### config.mk
export PLATFORM = sky130hd
export DESIGN_NAME = fpq_host
export DESIGN_NICKNAME = d
export VERILOG_FILES = /design/src/hw/fpq_pkg.sv /design/src/hw/fpq_group_dec.sv /design/src/hw/fpq_host.sv
export SDC_FILE = /design/constraint.sdc
export NUM_CORES = 1
export LEC_CHECK = 0
export BUFFER_PORTS_ARGS = -buffer_cell sky130_fd_sc_hd__buf_2
export CAP_MARGIN = 20
export CORE_UTILIZATION = 52
export CTS_BUF_LIST = sky130_fd_sc_hd__clkbuf_4 sky130_fd_sc_hd__clkbuf_8 sky130_fd_sc_hd__clkbuf_16
export CTS_CLUSTER_DIAMETER = 50
export DETAILED_ROUTE_END_ITERATION = 16
export GPL_TIMING_DRIVEN = 0
export PLACE_DENSITY = 0.81
export REMOVE_ABC_BUFFERS = 1
export SYNTH_ARGS = -nofsm -noshare
export SYNTH_HDL_FRONTEND = slang
export SYNTH_SLANG_ARGS = --single-unit
### constraint.sdc
create_clock -name clock -period 2.4 [get_ports clock]
set_clock_uncertainty 0.05 [all_clocks]
set_input_delay 0.12 -clock clock [delete_from_list [all_inputs] [get_ports clock]]
set_output_delay 0.12 -clock clock [all_outputs]
set_load 0.02 [all_outputs]
### src/hw/fpq_pkg.sv
// Purpose: shared constants and types for the flash protect/query host
// Assumes: 20 MHz controller clock
// Notes:   pin level codes are decoded to real voltages by board logic
`default_nettype none
package fpq_pkg;

  // ==========================================================
  // timing
  localparam int CLK_NS   = 50;                        // clock period
  localparam int T_ACC_NS = 70;                        // read access time
  localparam int T_WP_NS  = 35;                        // write pulse width
  localparam int SYNC_CYC = 2;                         // input synchroniser
  localparam int ACC_CYC  = (T_ACC_NS + CLK_NS - 1) / CLK_NS;
  localparam int WP_CYC   = (T_WP_NS + CLK_NS - 1) / CLK_NS;
  localparam int RD_CYC   = ACC_CYC + SYNC_CYC;        // strobe to capture

  // ==========================================================
  // widths
  localparam int AW = 21;                              // device address pins
  localparam int DW = 16;                              // data pins

  // ==========================================================
  // command codes and addresses
  localparam logic [7:0]    CMD_QUERY  = 8'h98;
  localparam logic [7:0]    CMD_RESET  = 8'hF0;
  localparam logic [AW-1:0] QRY_WADDR  = 21'h000055;   // word width address
  localparam logic [AW:0]   QRY_BADDR  = 22'h0000AA;   // byte width address
  localparam logic [AW-1:0] QRY_AMASK  = 21'h00007F;   // a7 and up forced 0

  // ==========================================================
  // sector group decode
  localparam int          SEL_W      = 9;              // sector_select_bits
  localparam logic [4:0]  GRP_MID    = 5'h08;          // three-sector group
  localparam logic [4:0]  GRP_OUTER  = 5'h02;          // groups below guarded

  // ==========================================================
  // pin level codes
  typedef enum logic [1:0] {
    FPQ_LVL_LOW,
    FPQ_LVL_HIGH,
    FPQ_LVL_HV
  } fpq_level_e;

  // user operations
  typedef enum logic [2:0] {
    FPQ_OP_READ,
    FPQ_OP_WRITE,
    FPQ_OP_QRY_ENTER,
    FPQ_OP_QRY_EXIT,
    FPQ_OP_ACC_ON,
    FPQ_OP_ACC_OFF,
    FPQ_OP_UNP_ON,
    FPQ_OP_UNP_OFF
  } fpq_op_e;

endpackage : fpq_pkg
`default_nettype wire

### src/hw/fpq_group_dec.sv
// Purpose: decode sector_select_bits into a bottom-boot protection group
// Assumes: input is device address bits 20..12
// Notes:   purely combinational
`timescale 1ns/10ps
`default_nettype none
module fpq_group_dec (
  // sector select
  input  wire logic [fpq_pkg::SEL_W-1:0] sector_select_bits,
  // decode result
  output logic      [4:0]                protection_group,
  output logic                           outer_boot
);

  // ==========================================================
  // group decode
  wire logic [3:0] top4  = sector_select_bits[8:5];
  wire logic [5:0] top6  = sector_select_bits[8:3];
  wire logic       big   = (top4 != 4'h0);
  wire logic       mid   = !big && (top6 != 6'h00);

  // four-sector groups stack upward, then the 3-group, then boot sectors
  assign protection_group = big ? (fpq_pkg::GRP_MID + {1'b0, top4})
                          : mid ? fpq_pkg::GRP_MID
                          : {2'b00, sector_select_bits[2:0]};
  assign outer_boot = (protection_group < fpq_pkg::GRP_OUTER);

endmodule : fpq_group_dec
`default_nettype wire

### src/hw/fpq_host.sv
// Purpose: host side controller for a parallel boot-sector flash with
//          sector guard, accelerated program, temporary unprotect and
//          query mode
// Assumes: one 20 MHz clock, pins level-shifted by board logic
// Notes:   one bus cycle at a time; strobes and data registered
`timescale 1ns/10ps
`default_nettype none
module fpq_host #(
  parameter int AW = fpq_pkg::AW,
  parameter int DW = fpq_pkg::DW
) (
  // clock and reset
  input  wire logic                 clock,
  input  wire logic                 arst_n,
  input  wire logic                 clk_en,
  // user configuration
  input  wire logic                 word_mode,
  input  wire logic                 guard_hold,
  // user command
  input  wire logic                 cmd_valid,
  output logic                      cmd_ready,
  input  wire fpq_pkg::fpq_op_e     cmd_op,
  input  wire logic [AW:0]          cmd_addr,
  input  wire logic [DW-1:0]        cmd_wdata,
  // user response
  output logic                      rsp_valid,
  output logic [DW-1:0]             rsp_rdata,
  output logic                      rsp_err,
  // mode status
  output logic                      query_active,
  output logic                      accel_active,
  output logic                      unprot_active,
  // flash strobes and address
  output logic                      flash_ce_n,
  output logic                      flash_we_n,
  output logic                      flash_oe_n,
  output logic                      flash_byte_n,
  output logic [AW-1:0]             flash_addr,
  // flash data pins
  input  wire logic [DW-1:0]        flash_dq_i,
  output logic [DW-1:0]             flash_dq_o,
  output logic [DW-1:0]             flash_dq_oe_n,
  // flash level pins
  output fpq_pkg::fpq_level_e       guard_level,
  output fpq_pkg::fpq_level_e       reset_level
);

  typedef enum logic [2:0] {
    FPQ_ST_IDLE,
    FPQ_ST_SETUP,
    FPQ_ST_PULSE,
    FPQ_ST_RECOV,
    FPQ_ST_DONE
  } fpq_state_e;

  // split a user address into pin address and byte lsb
  function automatic logic [AW:0] pin_addr(input logic [AW:0] a,
                                           input logic        wmode);
    pin_addr = wmode ? {1'b0, a[AW-1:0]} : {a[0], a[AW:1]};
  endfunction : pin_addr

  // ==========================================================
  // state
  fpq_state_e          state_q, state_d;
  logic [2:0]          cnt_q;
  logic                is_wr_q;
  logic                word_q;
  logic                query_q, accel_q, unprot_q;
  logic                err_q;
  logic [AW-1:0]       addr_q;
  logic                am1_q;
  logic [DW-1:0]       wdata_q;
  logic [DW-1:0]       rdata_q;
  logic                ce_n_q, we_n_q, oe_n_q;
  logic                drive_q;
  logic [DW-1:0]       dq_s1_q, dq_s2_q;

  // ==========================================================
  // request decode
  wire logic           take     = cmd_valid && cmd_ready && clk_en;
  wire logic [AW:0]    raw_pin  = pin_addr(cmd_addr, word_mode);
  wire logic [AW:0]    qry_raw  = word_mode ? {1'b0, fpq_pkg::QRY_WADDR}
                                            : fpq_pkg::QRY_BADDR;
  wire logic [AW:0]    qry_pin  = pin_addr(qry_raw, word_mode);
  wire logic [AW-1:0]  qry_mask = raw_pin[AW-1:0] & fpq_pkg::QRY_AMASK;
  wire logic [AW-1:0]  rd_addr  = (query_q && word_mode) ? qry_mask
                                                         : raw_pin[AW-1:0];
  wire logic [4:0]     grp;
  wire logic           outer;
  wire logic           guard_lock = guard_hold && !accel_q && outer;
  // program to outer boot sectors with guard low is pointless, even in
  // temporary unprotect, so refuse it before it reaches the pins
  wire logic           wr_refuse  = (cmd_op == fpq_pkg::FPQ_OP_WRITE)
                                    && guard_lock;
  // boost only from plain read mode
  wire logic           acc_refuse = (cmd_op == fpq_pkg::FPQ_OP_ACC_ON)
                                    && (query_q || unprot_q);
  // boost may damage the part on any bus cycle but a program
  wire logic           hv_refuse  = accel_q
                                    && ((cmd_op == fpq_pkg::FPQ_OP_READ)
                                    || (cmd_op == fpq_pkg::FPQ_OP_QRY_ENTER)
                                    || (cmd_op == fpq_pkg::FPQ_OP_QRY_EXIT));
  wire logic           refuse     = wr_refuse || acc_refuse || hv_refuse;
  wire logic           bus_op     = (cmd_op == fpq_pkg::FPQ_OP_READ)
                                    || (cmd_op == fpq_pkg::FPQ_OP_WRITE)
                                    || (cmd_op == fpq_pkg::FPQ_OP_QRY_ENTER)
                                    || (cmd_op == fpq_pkg::FPQ_OP_QRY_EXIT);

  fpq_group_dec u_dec (
    .sector_select_bits (raw_pin[AW-1:AW-fpq_pkg::SEL_W]),
    .protection_group   (grp),
    .outer_boot         (outer)
  );

  // ==========================================================
  // handshake and outputs
  assign cmd_ready     = (state_q == FPQ_ST_IDLE);
  assign rsp_valid     = (state_q == FPQ_ST_DONE);
  assign rsp_rdata     = rdata_q;
  assign rsp_err       = err_q;
  assign query_active  = query_q;
  assign accel_active  = accel_q;
  assign unprot_active = unprot_q;
  assign flash_ce_n    = ce_n_q;
  assign flash_we_n    = we_n_q;
  assign flash_oe_n    = oe_n_q;
  assign flash_byte_n  = word_q;
  assign flash_addr    = addr_q;
  // byte width: dq15 carries the lsb address, dq8..14 float
  assign flash_dq_o    = word_q ? wdata_q : {am1_q, wdata_q[DW-2:0]};
  assign flash_dq_oe_n = word_q ? {DW{!drive_q}}
                                : {1'b0, {(DW-9){1'b1}}, {8{!drive_q}}};
  // pin never left open; boost while accelerating
  assign guard_level   = accel_q    ? fpq_pkg::FPQ_LVL_HV
                       : guard_hold ? fpq_pkg::FPQ_LVL_LOW
                       : fpq_pkg::FPQ_LVL_HIGH;
  assign reset_level   = unprot_q   ? fpq_pkg::FPQ_LVL_HV
                       : fpq_pkg::FPQ_LVL_HIGH;

  // ==========================================================
  // sequencer next state
  always_comb begin
    state_d = state_q;
    unique case (state_q)
      FPQ_ST_IDLE:  if (take) state_d = (bus_op && !refuse) ? FPQ_ST_SETUP
                                                            : FPQ_ST_DONE;
      FPQ_ST_SETUP: state_d = FPQ_ST_PULSE;
      FPQ_ST_PULSE: if (cnt_q == 3'd1) state_d = FPQ_ST_RECOV;
      FPQ_ST_RECOV: state_d = FPQ_ST_DONE;
      FPQ_ST_DONE:  state_d = FPQ_ST_IDLE;
      default:      state_d = FPQ_ST_IDLE;  // unused codes recover
    endcase
  end

  // ==========================================================
  // input synchroniser for data pins
  always_ff @(posedge clock or negedge arst_n) begin
    if (!arst_n) begin
      dq_s1_q <= '0;
      dq_s2_q <= '0;
    end else if (clk_en) begin
      dq_s1_q <= flash_dq_i;
      dq_s2_q <= dq_s1_q;
    end
  end

  // ==========================================================
  // mode flags, updated as a command is taken
  always_ff @(posedge clock or negedge arst_n) begin
    if (!arst_n) begin
      query_q  <= 1'b0;
      accel_q  <= 1'b0;
      unprot_q <= 1'b0;
      word_q   <= 1'b1;
      err_q    <= 1'b0;
    end else if (take) begin
      word_q <= word_mode;
      err_q  <= refuse;
      if (!refuse) begin
        unique case (cmd_op)
          fpq_pkg::FPQ_OP_QRY_ENTER: query_q  <= 1'b1;
          fpq_pkg::FPQ_OP_QRY_EXIT:  query_q  <= 1'b0;
          fpq_pkg::FPQ_OP_ACC_ON:    accel_q  <= 1'b1;
          fpq_pkg::FPQ_OP_ACC_OFF:   accel_q  <= 1'b0;
          fpq_pkg::FPQ_OP_UNP_ON:    unprot_q <= 1'b1;
          fpq_pkg::FPQ_OP_UNP_OFF:   unprot_q <= 1'b0;
          default: ;
        endcase
      end
    end
  end

  // ==========================================================
  // bus cycle address and data load
  always_ff @(posedge clock or negedge arst_n) begin
    if (!arst_n) begin
      is_wr_q <= 1'b0;
      addr_q  <= '0;
      am1_q   <= 1'b0;
      wdata_q <= '0;
    end else if (take && bus_op && !refuse) begin
      is_wr_q <= (cmd_op != fpq_pkg::FPQ_OP_READ);
      unique case (cmd_op)
        fpq_pkg::FPQ_OP_QRY_ENTER: begin
          addr_q  <= qry_pin[AW-1:0];
          am1_q   <= qry_pin[AW];
          wdata_q <= {8'h00, fpq_pkg::CMD_QUERY};
        end
        fpq_pkg::FPQ_OP_QRY_EXIT: begin
          addr_q  <= '0;
          am1_q   <= 1'b0;
          wdata_q <= {8'h00, fpq_pkg::CMD_RESET};
        end
        default: begin
          addr_q  <= rd_addr;
          am1_q   <= raw_pin[AW];
          wdata_q <= cmd_wdata;
        end
      endcase
    end
  end

  // ==========================================================
  // strobes, counter and read capture
  always_ff @(posedge clock or negedge arst_n) begin
    if (!arst_n) begin
      state_q <= FPQ_ST_IDLE;
      cnt_q   <= '0;
      ce_n_q  <= 1'b1;
      we_n_q  <= 1'b1;
      oe_n_q  <= 1'b1;
      drive_q <= 1'b0;
      rdata_q <= '0;
    end else if (clk_en) begin
      state_q <= state_d;
      unique case (state_q)
        FPQ_ST_SETUP: begin
          ce_n_q  <= 1'b0;
          we_n_q  <= !is_wr_q;
          oe_n_q  <= is_wr_q;
          drive_q <= is_wr_q;
          cnt_q   <= is_wr_q ? 3'(fpq_pkg::WP_CYC) : 3'(fpq_pkg::RD_CYC);
        end
        FPQ_ST_PULSE: begin
          cnt_q <= cnt_q - 3'd1;
          if (cnt_q == 3'd1) begin
            we_n_q <= 1'b1;
            oe_n_q <= 1'b1;
            if (!is_wr_q) rdata_q <= dq_s2_q;
          end
        end
        FPQ_ST_RECOV: begin
          ce_n_q  <= 1'b1;
          drive_q <= 1'b0;
        end
        default: ;
      endcase
    end
  end

endmodule : fpq_host
`default_nettype wire

==> summary.txt <==
Run status
  • Outcome: completed

Timing
  • Ratio of final minimum period to clock period: 89.76%
  • Fmax: 0.4642 GHz
  • WHS: 0.04472 ns
  • Worst Slack Setup Final: 0.2458 ns
  • Rel. slew slack: 42.91%
  • Fin. Hold Viols: 0
  • Min Tclk post-route: 2.154 ns
  • Final Max Tran Viols: 0
  • Final setup viols: 0
  • Worst-Margin Slew: 0.8564 ns
  • Unrepaired setup endpoints after global routing: no

Floorplan
  • Rows: 35
  • Ports: 146
  • Die width: 98.98 um
  • Placeable Area: 9196 sq um
  • Die height: 98.98 um
  • Die area: 9797 sq um
  • Initial Utilization: 53.18%

Global routing
  • Number of global-route vias before repair: 3336
  • GR peak layer: met2
  • Grt met2 use: 37.76%
  • Met3 usage: 3.830%
  • First-pass GRT wire length: 16.13 mm
  • Met1 Use GR: 26.03%
  • GRT Overall Usage: 20.82%
  • Total grt overflow: 0
  • Largest net degree at the start of global routing: 53
  • Initial antenna violation count: 1

Logic synthesis
  • Post-synthesis cell type count: 40
  • Synthesized area per cell: 12.23 sq um
  • #FFs+latches synth: 102
  • Post-synth EDFFs: 0
  • Synth Cell Area: 4891 sq um
  • Prevailing post-synth register cell: dfrtp_1
  • Seq/Total Area, Yosys: 52.29%
  • Ys Warns: 0
  • Gate Count Post-Synth: 400
  • Asr flop ratio synth: 100.0%

Final layout
  • Filler cells: 746
  • Most common cell after layout, fill and taps aside: buf_2
  • Layout Nets: 591
  • Most frequent cells in the layout: buf_2 (144), dfrtp_1 (97), mux2_2 (79)
  • Layout area overhead: 19.62%
  • Fin area: 5851 sq um
  • Diode count: 0
  • Share of cells above drive strength 1: 49.53%
  • Core Util, Final: 63.62%

Critical path
  • Worst reg2reg path endpoint: flash_addr[3]
  • Critical path's largest stage delay: 0.65 ns
  • Crit path launch type: input pin
  • CP arrival: 2.33 ns
  • Crit-path leading delay family: simple AND/OR/NAND/NOR gates
  • Critical path endpoint category: flip-flop
  • Worst-case reg-to-reg path depth: 4
  • Critical Path RT: 2.57 ns
  • CP Cell Sequence: buf_2 -> nand2b_1 -> nor4_4 -> nand3_2 -> mux2_2
  • RR Startpoint: accel_active
  • Worst path slowest cell: buf_2
  • CP Max Fanout: 40
  • CP bufs+invs: 1
  • Crit Path Class: in2reg
  • FF-to-FF setup slack: 0.25 ns

Worst hold path
  • Hold depth: 2
  • Hold/Removal Path Class: in2reg
  • Hold EP: query_active
  • Hold path startpoint: cmd_op[0]

Routing
  • Detailed Route Iter0 Violations: 127
  • Final ANT Viol Nets: 0
  • Vias per cell: 5.241
  • Via count: 3365
  • DR WL/cell: 15.34 um
  • DRC violations left: 0
  • DR pass1 iterations: 4
  • Drt total wl: 9.851 mm

Pwr
  • NetSw: 2.464 mW
  • Pleak: 2.978 nW
  • Clock power share: 16.7%
  • Sequential share of power: 42.8%
  • Pwr Density: 1059 nW/um^2
  • Maximum vdd ir drop: 565.2 uV
  • Switch share: 39.77%
  • Combinational fraction of design power: 40.5%
  • P_int: 3.731 mW
  • Total chip power: 6.195 mW

Run
  • Max Cap Viol: 0

Placement
  • PortBufs: 145
  • Placed cell area: 5444 sq um
  • Placer Congestion: 0.8278
  • DP Wirelength: 6.757 mm
  • Dpl ws: -0.6093 ns

CTS
  • Clk buf depth: 2
  • CTS tree: built
  • Clk slew on worst S/H paths: 0.09 ns
  • H-tree Lvls: 3
  • CTS Sinks: 102
  • Worst-Skew Late Latency: 0.34 ns
  • Setup bufs post-CTS: 0
  • Num CTS Buffers: 9
  • Clock root buffer: clkbuf_8
-- layer usage --
layer | up-vias | wire, um
li1 | 1605 | -
met1 | 1675 | 4153
met2 | 77 | 5308
met3 | 6 | 320
met4 | 2 | 55
met5 | - | 13
-- how the worst max path moves through the flow --
stage | from | end | cells after the start
6_report | clk_en | rsp_rdata[14] | 5
5_1_grt | clk_en | rsp_rdata[14] | 5
4_1_cts | state_q[1] | flash_addr[17] | 4
3_5_place_dp | clk_en | flash_addr[4] | 4
3_3_place_gp | clk_en | flash_addr[11] | 4
2_1_floorplan | state_q[0] | flash_addr[11] | 4
-- power by group through the flow --
stage / Clock, mW / Sequential, mW / Combinational [mW]
2_1_floorplan: 0 / 3.11 / 1.13
3_3_place_gp: 0 / 2.63 / 2.43
3_5_place_dp: 0 / 2.68 / 2.50
4_1_cts: 1.07 / 2.65 / 2.54
5_1_grt: 1.14 / 2.72 / 2.70
6_report: 1.03 / 2.65 / 2.51
-- state kept, by name (all words and copies together), names as in the netlist --
signal	count
rsp_rdata	16
flash_ce_n	1
cnt_q	3
state_q	3
flash_oe_n	1
is_wr_q	1
flash_addr	21
flash_we_n	1
am1_q	1
drive_q	1
dq_s1_q	16
flash_byte_n	1
accel_active	1
query_active	1
unprot_active	1
wdata_q	16
dq_s2_q	16
rsp_err	1
-- metrics by stage --
stage               std cells  TNS [ns]
CTS                       642         0
floorplan                 349    -7.461
global route              642         0
finish                    642         0
global placement          605    -19.99
detailed placement        606    -24.99
-- what timing repair did --
item / 4_1_cts / 5_1_grt
hold endpoints to repair: 69 / 0
pin swaps: 1 / 0
gates resized for setup: 2 / 2
hold buffers: 19 / 0
setup endpoints to repair: 39 / 48
cloned: 1 / 0
-- area by class of cell --
cell class / count / area [sq um] / share of cell area, %
clock inverter: 6 / 51.30 / 0.8768
multi-input combinational: 233 / 1962 / 33.53
timing repair buffer: 165 / 945.9 / 16.17
clock buffer: 10 / 137.6 / 2.352
tap: 111 / 138.9 / 2.374
sequential: 102 / 2559 / 43.73
inverter: 15 / 56.30 / 0.9624
-- synth_stat cells (all sizes together) (2+ instances only) --
| cell | instances | area [sq um] |
|---|---|---|
| nand3 | 7 | 45.04 |
| nand4 | 2 | 12.51 |
| ha | 2 | 25.02 |
| nor3 | 6 | 35.03 |
| inv | 15 | 56.30 |
| dfrtp | 98 | 2452 |
| buf | 47 | 326.6 |
| a21boi | 4 | 30.03 |
| nor4b | 2 | 17.52 |
| dfstp | 4 | 105.1 |
| nand2b | 2 | 12.51 |
| nor2 | 21 | 78.83 |
| a21oi | 13 | 68.82 |
| o21ai | 16 | 80.08 |
| clkbuf | 4 | 15.01 |
| nor2b | 21 | 131.4 |
| mux2 | 86 | 994.7 |
| mux2i | 21 | 210.2 |
| nand2 | 10 | 37.54 |
| o22ai | 2 | 12.51 |
| a31oi | 6 | 37.54 |
-- cells by family (layout without fill, tap and decap cells) --
| family | count (synthesis) | count (layout) | share of synthesized area [%] |
|---|---|---|---|
| flip-flops | 102 | 102 | 52.29 |
| AND/OR/NAND/NOR | 76 | 77 | 8.647 |
| buffers and inverters | 66 | 196 | 8.135 |
| multiplexers | 107 | 107 | 24.64 |
| AO/OA/AOI/OAI | 47 | 47 | 5.782 |
| adder cells (fa/ha/maj) | 2 | 2 | 0.5116 |
Power figures use the tool's default switching activity.
